$ cat src/common/seq_pkg.sv
`default_nettype none
package seq_pkg;
   // ==========================================
   // Command codes
   localparam logic [7:0] CMD_PG_ON = 8'h5E;
   localparam logic [7:0] CMD_PG_OFF = 8'h5F;
   localparam logic [7:0] CMD_TON_DLY = 8'h60;
   localparam logic [7:0] CMD_TON_RAMP = 8'h61;
   localparam logic [7:0] CMD_TON_LIM = 8'h62;
   localparam logic [7:0] CMD_TON_RESP = 8'h63;
   localparam logic [7:0] CMD_TIME_UNIT = 8'hD2;
   // ==========================================
   // Reset values
   localparam logic [15:0] RST_PG_ON = 16'h0000;
   localparam logic [15:0] RST_PG_OFF = 16'h0000;
   localparam logic [15:0] RST_TON_DLY = 16'h0000;
   localparam logic [15:0] RST_TON_RAMP = 16'h0000;
   localparam logic [15:0] RST_TON_LIM = 16'h0000;
   localparam logic [7:0] RST_TON_RESP = 8'h00;
   localparam logic [15:0] RST_TIME_UNIT = 16'h0001;
   // ==========================================
   // Fault response byte fields
   localparam int RESP_MODE_HI = 7;
   localparam int RESP_MODE_LO = 6;
   localparam int RESP_RETRY_HI = 5;
   localparam int RESP_RETRY_LO = 3;
   localparam int RESP_DLY_HI = 2;
   localparam int RESP_DLY_LO = 0;
   localparam logic [1:0] MODE_IGNORE = 2'h0;
   localparam logic [1:0] MODE_CONTINUE = 2'h1;
   localparam logic [1:0] MODE_DISABLE_RETRY = 2'h2;
   localparam logic [1:0] MODE_LATCH = 2'h3;
   localparam logic [2:0] RETRY_NONE = 3'h0;
   localparam logic [2:0] RETRY_FOREVER = 3'h7;
   // ==========================================
   // Timing
   localparam int CLK_PERIOD_NS = 40;
   localparam int MS_NS = 1000000;
   localparam int MS_CYCLES = MS_NS / CLK_PERIOD_NS;
   // ==========================================
   // Types
   typedef enum logic [2:0] {
      ST_OFF = 3'h0,
      ST_DELAY = 3'h1,
      ST_RAMP = 3'h2,
      ST_ON = 3'h3,
      ST_HOLD = 3'h4,
      ST_WAIT = 3'h5,
      ST_LATCH = 3'h6
   } seq_state_e;

   typedef struct packed {
      logic [15:0] pg_on;
      logic [15:0] pg_off;
      logic [15:0] ton_dly;
      logic [15:0] ton_ramp;
      logic [15:0] ton_lim;
      logic [7:0] ton_resp;
      logic [15:0] time_unit;
   } cfg_s;

   typedef struct packed {
      cfg_s cfg;
      seq_state_e state;
      logic [2:0] ctrl_sync;
      logic ctrl_on;
      logic [15:0] tick;
      logic [23:0] ms_elapsed;
      logic [15:0] ton_ms;
      logic [2:0] attempts;
      logic ton_fault;
      logic pg_level;
      logic pg_status;
      logic exhausted;
      logic vout_enable;
      logic ramp_active;
      logic power_good;
      logic [15:0] rdata;
      logic ack;
   } seq_regs_s;
endpackage : seq_pkg
`default_nettype wire

$ cat src/hdl/output_sequencing_fault_retry.sv
// Behaviour
// - Codes 101/110 allow five/six restarts, then latch.
// - Restart spacing is delay count times unit.
// - Code 111 retries until off or forced.
// - Delay field decodes as power of two.
// - Delay count sets continue time and spacing.
// - Time unit comes from register 0xD2.
// - Assert power good at assert threshold.
// - Negate power good below threshold, if enabled.
// - Set power good status below negate threshold.
// - Thresholds are 16-bit unsigned output-voltage values.
// - Wait turn-on delay before raising output.
// - Ramp output over programmed rise time.
// - Flag fault if undervoltage limit missed in time.
// - Zero timeout limit disables the check.
// - Response field selects ignore/continue/retry/latch.
// - Retry code 000 never restarts.
`timescale 1ns/1ps
`default_nettype none

module output_sequencing_fault_retry #(
   parameter int unsigned MS_CYCLES = seq_pkg::MS_CYCLES
) (
   input wire logic i_core_clk,
   input wire logic i_sys_rst,
   input wire logic i_cmd_valid,
   input wire logic i_cmd_write,
   input wire logic [7:0] i_cmd_code,
   input wire logic [15:0] i_cmd_wdata,
   output logic [15:0] o_cmd_rdata,
   output logic o_cmd_ack,
   input wire logic i_ctrl_pin,
   input wire logic i_operation_on,
   input wire logic i_clear_faults,
   input wire logic i_forced_fault,
   input wire logic i_pg_pin_enable,
   input wire logic [15:0] i_vout,
   input wire logic [15:0] i_vout_uv_limit,
   output logic o_vout_enable,
   output logic o_ramp_active,
   output logic o_power_good_output,
   output logic o_pg_status,
   output logic o_ton_fault,
   output logic o_retries_exhausted
);

   seq_pkg::seq_regs_s r;
   seq_pkg::seq_regs_s next_r;

   logic [1:0] resp_mode;
   logic [2:0] resp_retry;
   logic [2:0] resp_dly;
   logic [23:0] retry_ms;
   logic ms_pulse;
   logic enabled;
   logic turn_on;
   logic turn_off;
   logic below_uv;
   logic timeout;
   logic may_retry;

   // ==========================================
   // Decode of the fault response byte
   always_comb begin
      resp_mode = r.cfg.ton_resp[seq_pkg::RESP_MODE_HI:seq_pkg::RESP_MODE_LO];
      resp_retry = r.cfg.ton_resp[seq_pkg::RESP_RETRY_HI:seq_pkg::RESP_RETRY_LO];
      resp_dly = r.cfg.ton_resp[seq_pkg::RESP_DLY_HI:seq_pkg::RESP_DLY_LO];
      // Units per code are 1 << code; unit length is the 0xD2 value in ms
      retry_ms = {8'h00, r.cfg.time_unit} << resp_dly;
      ms_pulse = (r.tick == 16'(MS_CYCLES - 1));
      // Pin changes count only once the last two sync stages agree
      enabled = r.ctrl_on & i_operation_on;
      turn_on = enabled & (r.state == seq_pkg::ST_OFF);
      turn_off = ~enabled;
      below_uv = (i_vout < i_vout_uv_limit);
      timeout = (r.cfg.ton_lim != 16'h0000) & below_uv & (r.ton_ms >= r.cfg.ton_lim);
      // Bounded counts 1..6 stop at the field value, 111 never stops
      may_retry = (resp_retry == seq_pkg::RETRY_FOREVER) | (r.attempts < resp_retry);
   end

   // ==========================================
   // Next state
   always_comb begin
      next_r = r;
      next_r.ack = 1'b0;

      // Command port: one word per write keeps every setting coherent
      if (i_cmd_valid) begin
         next_r.ack = 1'b1;
         next_r.rdata = 16'h0000;
         if (i_cmd_write) begin
            unique case (i_cmd_code)
               seq_pkg::CMD_PG_ON: next_r.cfg.pg_on = i_cmd_wdata;
               seq_pkg::CMD_PG_OFF: next_r.cfg.pg_off = i_cmd_wdata;
               seq_pkg::CMD_TON_DLY: next_r.cfg.ton_dly = i_cmd_wdata;
               seq_pkg::CMD_TON_RAMP: next_r.cfg.ton_ramp = i_cmd_wdata;
               seq_pkg::CMD_TON_LIM: next_r.cfg.ton_lim = i_cmd_wdata;
               seq_pkg::CMD_TON_RESP: next_r.cfg.ton_resp = i_cmd_wdata[7:0];
               seq_pkg::CMD_TIME_UNIT: next_r.cfg.time_unit = i_cmd_wdata;
               default: next_r.cfg = r.cfg;
            endcase
         end else begin
            unique case (i_cmd_code)
               seq_pkg::CMD_PG_ON: next_r.rdata = r.cfg.pg_on;
               seq_pkg::CMD_PG_OFF: next_r.rdata = r.cfg.pg_off;
               seq_pkg::CMD_TON_DLY: next_r.rdata = r.cfg.ton_dly;
               seq_pkg::CMD_TON_RAMP: next_r.rdata = r.cfg.ton_ramp;
               seq_pkg::CMD_TON_LIM: next_r.rdata = r.cfg.ton_lim;
               seq_pkg::CMD_TON_RESP: next_r.rdata = {8'h00, r.cfg.ton_resp};
               seq_pkg::CMD_TIME_UNIT: next_r.rdata = r.cfg.time_unit;
               default: next_r.rdata = 16'h0000;
            endcase
         end
      end

      // Control pin synchroniser
      next_r.ctrl_sync = {r.ctrl_sync[1:0], i_ctrl_pin};
      if (r.ctrl_sync[2] == r.ctrl_sync[1]) begin
         next_r.ctrl_on = r.ctrl_sync[2];
      end

      // Millisecond prescaler, restarted whenever a timed state begins
      next_r.tick = ms_pulse ? 16'h0000 : r.tick + 16'h0001;
      if (ms_pulse) begin
         next_r.ms_elapsed = r.ms_elapsed + 24'h000001;
      end

      // Turn-on timeout runs from the start of the ramp until the
      // output clears the undervoltage limit
      if ((r.state == seq_pkg::ST_RAMP) || (r.state == seq_pkg::ST_ON)) begin
         if (ms_pulse && below_uv && (r.ton_ms != 16'hFFFF)) begin
            next_r.ton_ms = r.ton_ms + 16'h0001;
         end
      end else begin
         next_r.ton_ms = 16'h0000;
      end

      unique case (r.state)
         seq_pkg::ST_OFF: begin
            if (turn_on) begin
               next_r.state = seq_pkg::ST_DELAY;
               next_r.ms_elapsed = 24'h000000;
               next_r.tick = 16'h0000;
            end
         end
         seq_pkg::ST_DELAY: begin
            if (r.ms_elapsed >= {8'h00, r.cfg.ton_dly}) begin
               next_r.state = seq_pkg::ST_RAMP;
               next_r.ms_elapsed = 24'h000000;
               next_r.tick = 16'h0000;
            end
         end
         seq_pkg::ST_RAMP: begin
            if (r.ms_elapsed >= {8'h00, r.cfg.ton_ramp}) begin
               next_r.state = seq_pkg::ST_ON;
            end
         end
         seq_pkg::ST_ON: begin
         end
         seq_pkg::ST_HOLD: begin
            // Keeps running for the delay, then acts only if still low
            if (r.ms_elapsed >= retry_ms) begin
               if (!below_uv) begin
                  next_r.state = seq_pkg::ST_ON;
               end else if (may_retry) begin
                  next_r.state = seq_pkg::ST_WAIT;
                  next_r.attempts = r.attempts + 3'h1;
                  next_r.ms_elapsed = 24'h000000;
                  next_r.tick = 16'h0000;
               end else begin
                  next_r.state = seq_pkg::ST_LATCH;
                  next_r.exhausted = 1'b1;
               end
            end
         end
         seq_pkg::ST_WAIT: begin
            if (r.ms_elapsed >= retry_ms) begin
               next_r.state = seq_pkg::ST_DELAY;
               next_r.ms_elapsed = 24'h000000;
               next_r.tick = 16'h0000;
            end
         end
         seq_pkg::ST_LATCH: begin
         end
         default: next_r.state = seq_pkg::ST_LATCH;
      endcase

      // Turn-on timeout and its response
      if (timeout && ((r.state == seq_pkg::ST_RAMP) || (r.state == seq_pkg::ST_ON))) begin
         next_r.ton_fault = 1'b1;
         next_r.ms_elapsed = 24'h000000;
         next_r.tick = 16'h0000;
         unique case (resp_mode)
            seq_pkg::MODE_IGNORE: next_r.ton_ms = 16'h0000;
            seq_pkg::MODE_CONTINUE: next_r.state = seq_pkg::ST_HOLD;
            seq_pkg::MODE_DISABLE_RETRY: begin
               if (may_retry) begin
                  next_r.state = seq_pkg::ST_WAIT;
                  next_r.attempts = r.attempts + 3'h1;
               end else begin
                  next_r.state = seq_pkg::ST_LATCH;
                  next_r.exhausted = 1'b1;
               end
            end
            seq_pkg::MODE_LATCH: next_r.state = seq_pkg::ST_LATCH;
         endcase
      end

      // Another fault shuts the unit down and ends any retry loop
      if (i_forced_fault && (r.state != seq_pkg::ST_OFF)) begin
         next_r.state = seq_pkg::ST_LATCH;
      end

      // A clear alone must not drop a healthy running output
      if (i_clear_faults) begin
         next_r.attempts = 3'h0;
         next_r.ton_fault = 1'b0;
         if (r.state == seq_pkg::ST_HOLD) begin
            next_r.state = seq_pkg::ST_ON;
            next_r.exhausted = 1'b0;
            next_r.ms_elapsed = 24'h000000;
         end
      end
      // Clearing a latch or wait, or an off command, resets the retry history
      if (turn_off || (i_clear_faults && ((r.state == seq_pkg::ST_LATCH) ||
                                          (r.state == seq_pkg::ST_WAIT)))) begin
         next_r.state = seq_pkg::ST_OFF;
         next_r.attempts = 3'h0;
         next_r.ms_elapsed = 24'h000000;
         next_r.ton_fault = 1'b0;
         next_r.exhausted = 1'b0;
      end

      // Power good with hysteresis between the two thresholds
      if ((r.state == seq_pkg::ST_ON) && (i_vout >= r.cfg.pg_on)) begin
         next_r.pg_level = 1'b1;
      end else if ((i_vout < r.cfg.pg_off) || !r.vout_enable) begin
         next_r.pg_level = 1'b0;
      end
      // Status flag: a new low reading wins over a clear in the same cycle
      if (i_clear_faults) begin
         next_r.pg_status = 1'b0;
      end
      if (r.vout_enable && (i_vout < r.cfg.pg_off)) begin
         next_r.pg_status = 1'b1;
      end
      // Same precedence for the turn-on fault flag
      if (timeout && (r.state == seq_pkg::ST_ON || r.state == seq_pkg::ST_RAMP)) begin
         next_r.ton_fault = 1'b1;
      end

      next_r.power_good = next_r.pg_level & i_pg_pin_enable;
      next_r.vout_enable = (next_r.state == seq_pkg::ST_RAMP) |
                           (next_r.state == seq_pkg::ST_ON) |
                           (next_r.state == seq_pkg::ST_HOLD);
      next_r.ramp_active = (next_r.state == seq_pkg::ST_RAMP);
   end

   // ==========================================
   // State register
   always_ff @(posedge i_core_clk or posedge i_sys_rst) begin
      if (i_sys_rst) begin
         r <= '0;
         r.cfg.pg_on <= seq_pkg::RST_PG_ON;
         r.cfg.pg_off <= seq_pkg::RST_PG_OFF;
         r.cfg.ton_dly <= seq_pkg::RST_TON_DLY;
         r.cfg.ton_ramp <= seq_pkg::RST_TON_RAMP;
         r.cfg.ton_lim <= seq_pkg::RST_TON_LIM;
         r.cfg.ton_resp <= seq_pkg::RST_TON_RESP;
         r.cfg.time_unit <= seq_pkg::RST_TIME_UNIT;
         r.state <= seq_pkg::ST_OFF;
      end else begin
         r <= next_r;
      end
   end

   always_comb begin
      o_cmd_rdata = r.rdata;
      o_cmd_ack = r.ack;
      o_vout_enable = r.vout_enable;
      o_ramp_active = r.ramp_active;
      o_power_good_output = r.power_good;
      o_pg_status = r.pg_status;
      o_ton_fault = r.ton_fault;
      o_retries_exhausted = r.exhausted;
   end

endmodule // output_sequencing_fault_retry

`default_nettype wire

$ cat config.mk
export PLATFORM = sky130hd
export DESIGN_NAME = output_sequencing_fault_retry
export DESIGN_NICKNAME = d
export VERILOG_FILES = /design/src/common/seq_pkg.sv /design/src/hdl/output_sequencing_fault_retry.sv
export SDC_FILE = /design/constraint.sdc
export NUM_CORES = 1
export LEC_CHECK = 0
export ABC_CLOCK_PERIOD_IN_PS = 7000
export BUFFER_PORTS_ARGS = -buffer_cell sky130_fd_sc_hd__buf_2
export CAP_MARGIN = 20
export CORE_MARGIN = 3
export CORE_UTILIZATION = 62
export DETAILED_ROUTE_END_ITERATION = 16
export GPL_ROUTABILITY_DRIVEN = 1
export PLACE_DENSITY = 0.94
export SETUP_SLACK_MARGIN = 0.02
export SYNTH_ARGS = -nofsm -noshare
export SYNTH_HDL_FRONTEND = slang
export SYNTH_SLANG_ARGS = --single-unit
$ cat constraint.sdc
create_clock -name i_core_clk -period 7 [get_ports i_core_clk]
set_clock_uncertainty 0.1 [all_clocks]
set_input_delay 0.35 -clock i_core_clk [delete_from_list [all_inputs] [get_ports i_core_clk]]
set_output_delay 0.35 -clock i_core_clk [all_outputs]
set_load 0.1 [all_outputs]
==> results of run 1 <==
-- cell families (layout without fill, tap and decap cells) --
kind of cell / count (synthesis) / count (layout) / share of synthesized area (%)
compound gates: 269 / 269 / 13.0
xor+xnor: 48 / 48 / 3.31
fa+ha+maj: 124 / 124 / 12.2
buf+inv: 195 / 260 / 6.34
flops: 194 / 194 / 38.2
mux: 130 / 130 / 11.3
simple gates: 396 / 396 / 15.7
-- layout by cell type, fill, tap and decap left out, drive strengths merged, types with 12 or more instances in the layout --
cell    Yosys  routed
dfrtp     193     193
inv       127     135
nand2     133     133
ha        123     123
o21ai     107     107
buf        29      98
nor2       76      76
mux2       63      63
mux2i      62      62
a21oi      58      58
nor3       44      44
nand3      25      25
xnor2      25      25
nand4      25      25
xor2       23      23
o22ai      21      21
nor4       19      19
clkbuf     39      17
nand2b     12      12
a211oi     12      12
-- final timing paths --
kind,slack [ns],from,endpoint,cells after the start
max,2.78,r[106]$_DFFE_PP0P_,r[44]$_DFF_PP0_,12
min,0.09,i_cmd_valid,o_cmd_ack$_DFF_PP0_,1
max reg2reg,2.78,r[106]$_DFFE_PP0P_,r[44]$_DFF_PP0_,12
min reg2reg,0.26,next_r[85]$_DFF_PP0_,next_r[86]$_DFF_PP0_,0
max in group asynchronous,5.19,i_sys_rst,r[157]$_DFFE_PP0P_,5
min in group asynchronous,0.49,i_sys_rst,r[74]$_DFF_PP0_,3
-- routing by layer --
metal | vias to the layer above | routed length (um) | track usage, %
met5 | - | 0 | 0
met4 | 0 | 2440 | 17.2
met3 | 225 | 4010 | 9.39
met2 | 766 | 16700 | 51.8
met1 | 5370 | 13400 | 40.7
li1 | 4915 | - | -
-- worst register-to-register path: cells and delay by family, from the launching register on --
kind,cells,cell delay (ns)
mux,2,0.50
flops,1,0.89
fa+ha+maj,1,0.29
buf+inv,1,0.27
compound gates,8,2.08
-- timing repair --
action / CTS / global route
resized for setup: 0 / 0
setup endpoints to repair: 0 / 0
hold buffers: 3 / 0
endpoints found under the hold margin: 49 / 0
-- flip-flops by register name, indices dropped and copies added (netlist names) --
name and flops:
r 169, o_cmd_rdata 16, next_r 2, o_cmd_ack 1
o_pg_status 1, o_power_good_output 1, o_ramp_active 1, o_retries_exhausted 1
o_ton_fault 1, o_vout_enable 1
-- final cells by class --
class	instances	area (um2)	area share [%]
timing repair buffer	101	568	4.08
clock buffer	17	425	3.05
sequential	194	4860	34.9
multi-input combinational	967	7080	50.8
clock inverter	15	188	1.35
inverter	127	484	3.48
tap	265	332	2.38
-- power by group --
group          internal (mW)  leakage, nW  switching, mW
clock network          0.517        0.301          0.503
registers               1.16         2.46         0.0415
logic                  0.120         3.88          0.223
-- through the flow --
stage | setup slack, ns | hold WS (ns) | util (%) | instance area (um2) | std cells
2_1_floorplan | 1.27 | 0.231 | - | 12700 | 1356
3_3_place_gp | 3.01 | 0.233 | 67.0 | 13300 | 1650
3_5_place_dp | 2.89 | 0.246 | 67.0 | 13300 | 1650
4_1_cts | 2.79 | 0.0788 | 70.3 | 13900 | 1685
5_1_grt | 2.49 | 0.0922 | 70.4 | 13900 | 1686
6_report | 2.78 | 0.0903 | 70.4 | 13900 | 1686
==> results.py, run 1 <==
metrics = {
    "status": {
        "status": "finished, final reports clean",
    },
    "route": {
        "wire_per_inst_um": 21.7,
        "drt_iter0_markers": 1550,
        "drc": 0,
        "vias": 11300,
        "finalWirelength_mm": 36.6,
        "antenna_left": 0,
        "viasPerCell": 6.69,
        "first_pass_iters": 7,
    },
    "placed_design": {
        "dp_hpwl_mm": 25.8,
        "routabilityCongestion": 0.949,
        "port_buffers": 87,
    },
    "worst_setup_path": {
        "worstSetupStartpointType": "flop",
        "critPathMaxFanout": 40,
        "crit_top_cell": "mux2i_1",
        "cp.arrival_ns": 4.45,
        "cp-end-kind": "flop",
        "worst_path_max_delay_cell": "dfrtp_1",
        "crit_buf_inv": 1,
        "critPathRequiredTime_ns": 7.23,
        "critPathKind": "reg -> reg",
        "crit_chain": "mux2i_1, mux2i_1, a22oi_1, ha_1, a21oi_1, o21ai_0, a221oi_1, o211ai_2, a21bo_2, a221o_1, buf_4, a211oi_1",
        "max_stage_delay_ns": 0.89,
        "path_delay_family": "compound AO/OA/AOI/OAI gates",
    },
    "global_route": {
        "grt-ovfl-total": 0,
        "grt_pass1_wl_mm": 57.1,
        "track_usage_pct": 32.7,
        "antenna_found_initial": 0,
        "grt_pass1_vias": 10900,
        "grt_max_degree": 114,
    },
    "logic_synthesis": {
        "yosysWarnings": 0,
        "async_flop_share_pct": 100,
        "synth_area_leader_cell": "dfrtp_1",
        "syn_inst": 1356,
        "synth_area_leaders": "dfrtp_1 38%, ha_1 12%, mux2_2 5.6%",
        "synth-seq-cells": 194,
        "synth_common_cells": "193 x dfrtp_1, 133 x nand2_1, 127 x inv_1, 123 x ha_1, 105 x o21ai_0",
        "syn_nets": 1544,
        "synth-edff-count": 0,
        "postSynthAreaPerCell_um2": 9.38,
        "synth_most_common_cell": "dfrtp_1",
        "synth_cell_types": 76,
        "synth_flop_cell": "dfrtp_1",
        "yosysTopAreaCellShare_pct": 38.0,
        "seq_area_frac_synth_pct": 38.2,
        "netlist_area_um2": 12700,
    },
    "die": {
        "ios": 88,
        "fp.dieW_um": 149,
        "start_util_pct": 64.3,
        "die_area_um2": 22300,
        "core_area_um2": 19800,
        "row_count": 51,
        "die_h_um": 149,
    },
    "clock_network": {
        "h-tree-depth": 4,
        "clock_sinks": 194,
        "path_clk_slew_ns": 0.08,
        "postCtsSetupRepairBufs": 0,
        "cts_root_buffer": "clkbuf_16",
        "cts_buffers": 17,
        "clockBufferDepth": 2,
        "cts_tree": "yes",
        "insertion_delay_ns": 0.45,
    },
    "finish": {
        "antenna_cells": 0,
        "final_layout_size_suffix_gt1_share_pct": 16.0,
        "nFillCells": 1343,
        "fin_nets": 1596,
        "syn2layout_area_growth_pct": 9.55,
    },
    "sta": {
        "tightest_slew_ns": 1.05,
        "fmax_ghz": 0.237,
        "period_needed_ns": 4.22,
        "rsz0062_at_grt": "no",
        "slew_headroom_pct": 29.9,
        "timing.setup.tns_ns": 0,
        "drv_slew": 0,
        "setup-violations-final": 0,
        "hold_violations": 0,
        "layout_worst_path_cycle_share_pct": 60.3,
    },
    "power_and_ir_drop": {
        "total_power_mw": 2.56,
        "vdd_ir_drop_max_mv": 0.174,
        "total_leakage_power_nw": 6.65,
        "p_per_area_nw_per_um2": 184,
    },
    "min_path": {
        "hold_path.class": "in -> reg",
    },
    "run": {
        "cap_violations": 0,
    },
}
No activity file was read; power rests on OpenSTA's default activity.
==> inputs of run 2 (changes only) <==
Settings changed: ABC_CLOCK_PERIOD_IN_PS 7000 to 4200.
Clock period 7 ns to 4.2 ns, I/O delays scaled along.
==> results.py, run 2 (synthesized netlist as in run 1, its figures left out) <==
metrics = {
    "die": {
        "fp.dieW_um": 149,
        "die_area_um2": 22300,
        "core_area_um2": 19800,
        "row_count": 51,
        "die_h_um": 149,
        "ios": 88,
        "start_util_pct": 64.3,
    },
    "clock_network": {
        "path_clk_slew_ns": 0.08,
        "cts_buffers": 17,
        "cts_root_buffer": "clkbuf_16",
        "insertion_delay_ns": 0.46,
        "h-tree-depth": 4,
        "postCtsSetupRepairBufs": 0,
        "clock_sinks": 194,
        "clockBufferDepth": 2,
        "cts_tree": "yes",
    },
    "sta": {
        "timing.setup.tns_ns": 0,
        "fin_hold_ws_ns": -0.000731,
        "layout_worst_path_cycle_share_pct": 90.3,
        "drv_slew": 0,
        "setup-violations-final": 0,
        "hold_violations": 1,
        "tightest_slew_ns": 1.04,
        "period_needed_ns": 3.79,
        "fmax_ghz": 0.264,
        "slew_headroom_pct": 30.3,
        "rsz0062_at_grt": "no",
    },
    "finish": {
        "regMostFlops": "r",
        "largest_reg_flops": 169,
        "final_layout_size_suffix_gt1_share_pct": 16.4,
        "finalNonFillerCells": 1700,
        "final_common_cell": "dfrtp_1",
        "fin_nets": 1610,
        "final_cell_mix": "192 x dfrtp_1, 133 x nand2_1, 126 x inv_1, 123 x ha_1, 104 x o21ai_0",
        "syn2layout_area_growth_pct": 10.5,
        "antenna_cells": 0,
    },
    "worst_setup_path": {
        "critPathRequiredTime_ns": 4.47,
        "cp-end-kind": "flop",
        "cp.arrival_ns": 4.06,
        "worstSetupStartpointType": "flop",
        "critPathMaxFanout": 40,
        "critPathKind": "reg -> reg",
    },
    "power_and_ir_drop": {
        "seq_power_share_pct": 46.7,
        "pwr-share-comb_pct": 13.8,
        "p_per_area_nw_per_um2": 304,
        "total_leakage_power_nw": 6.70,
        "swShare_pct": 31.0,
        "p_int_mw": 2.95,
        "switching_power_mw": 1.33,
        "pwr-share-clk_pct": 39.5,
        "vdd_ir_drop_max_mv": 0.278,
    },
    "global_route": {
        "grt_max_degree": 91,
        "antenna_found_initial": 0,
        "track_usage_pct": 34.3,
        "grt_pass1_vias": 11300,
        "top_usage_layer": "met2",
        "globalRouteMet3Util_pct": 10.1,
        "grt_util_met1_pct": 42.4,
        "grt_pass1_wl_mm": 59.6,
        "grt-ovfl-total": 0,
        "grt.met2_usage_pct": 53.2,
    },
    "run": {
        "cap_violations": 0,
    },
    "route": {
        "antenna_left": 0,
        "vias": 11400,
        "first_pass_iters": 8,
        "drt_iter0_markers": 1529,
        "finalWirelength_mm": 37.9,
        "wire_per_inst_um": 22.3,
        "drc": 0,
        "viasPerCell": 6.70,
    },
    "placed_design": {
        "place_inst": 1657,
        "port_buffers": 87,
        "routabilityCongestion": 0.939,
        "dp_hpwl_mm": 25.9,
    },
    "status": {
        "failed_checks": "negative hold slack",
        "status": "complete, but fails checks",
    },
    "min_path": {
        "hold_path.class": "in -> reg",
    },
}
-- run 2: cell types whose count changed in the layout (fill, tap and decap cells not counted) --
| cell | delta |
|---|---|
| dlygate4sd3_1 | +7 |
| buf_4 | +6 |
| buf_12 | +2 |
| clkinv_8 | +2 |
| buf_16 | -1 |
| bufinv_16 | -1 |
| clkinv_4 | -1 |
| clkinvlp_4 | +1 |
| dfrtp_1 | -1 |
| dfrtp_2 | +1 |
| inv_8 | -1 |
-- run 2: worst paths after layout --
kind / startpoint / end / slack, ns / cells after the start
setup / recovery: r[106]$_DFFE_PP0P_ / r[45]$_DFF_PP0_ / 0.41 / 13
hold / removal: i_cmd_wdata[11] / r[189]$_DFFE_PP0P_ / -0.0007 / 3
setup reg to reg: r[106]$_DFFE_PP0P_ / r[45]$_DFF_PP0_ / 0.41 / 13
hold reg to reg: next_r[85]$_DFF_PP0_ / next_r[86]$_DFF_PP0_ / 0.26 / 0
max in group asynchronous: i_sys_rst / o_ramp_active$_DFF_PP0_ / 2.97 / 5
min in group asynchronous: i_sys_rst / r[62]$_DFF_PP0_ / 0.09 / 3
-- run 2: power groups by stage --
stage	clock network, mW	registers, mW	logic (mW)
after floorplan	0	2.02	0.354
after global placement	0	2.02	0.526
after detailed placement	0	2.02	0.552
after CTS	1.68	1.99	0.567
after global routing	1.76	2.00	0.641
final	1.69	1.99	0.591
-- run 2: layer usage --
| layer | part of all wire, % | up-vias | routed length, um |
|---|---|---|---|
| li1 | - | 4941 | - |
| met1 | 36 | 5359 | 13800 |
| met2 | 45 | 842 | 17100 |
| met3 | 11 | 256 | 4220 |
| met4 | 7.3 | 0 | 2790 |
| met5 | 0 | - | 0 |
-- run 2: critical path, stage by stage, from the launching register on --
cell and delay (ns):
dfrtp_2 0.61, buf_4 0.23, mux2i_1 0.30, a21oi_1 0.16, mux2i_1 0.25, ha_1 0.30, a21oi_1 0.19, o21ai_0 0.14
a21oi_1 0.18, o211ai_2 0.15, a21bo_2 0.22, a221o_1 0.33, buf_4 0.26, nor3_1 0.26
-- run 2: area by class of cell --
cell class	instances	area (um2)
fillers	1241	5730
inverters	127	480
well taps	265	332
clock inverters	15	181
flip-flops and latches	194	4860
repair buffers	115	696
clock buffers	17	425
multi-input cells	967	7080
-- run 2: repair_timing --
item	CTS	global route
endpoints found under the hold margin	56	0
gates resized for setup	0	1
hold buffers	10	0
endpoints found under the setup margin	0	3
-- run 2: through the flow --
stage	cell area, um2	hold slack, ns	utilization (%)	setup slack, ns	power, mW
2_1_floorplan	12700	0.141	-	0.491	2.37
3_3_place_gp	13300	0.221	67.3	0.465	2.55
3_5_place_dp	13300	0.221	67.3	0.333	2.57
4_1_cts	14000	0.00366	70.9	0.307	4.23
5_1_grt	14000	0.0152	71.0	0.206	4.40
6_report	14000	-0.000731	71.0	0.407	4.27
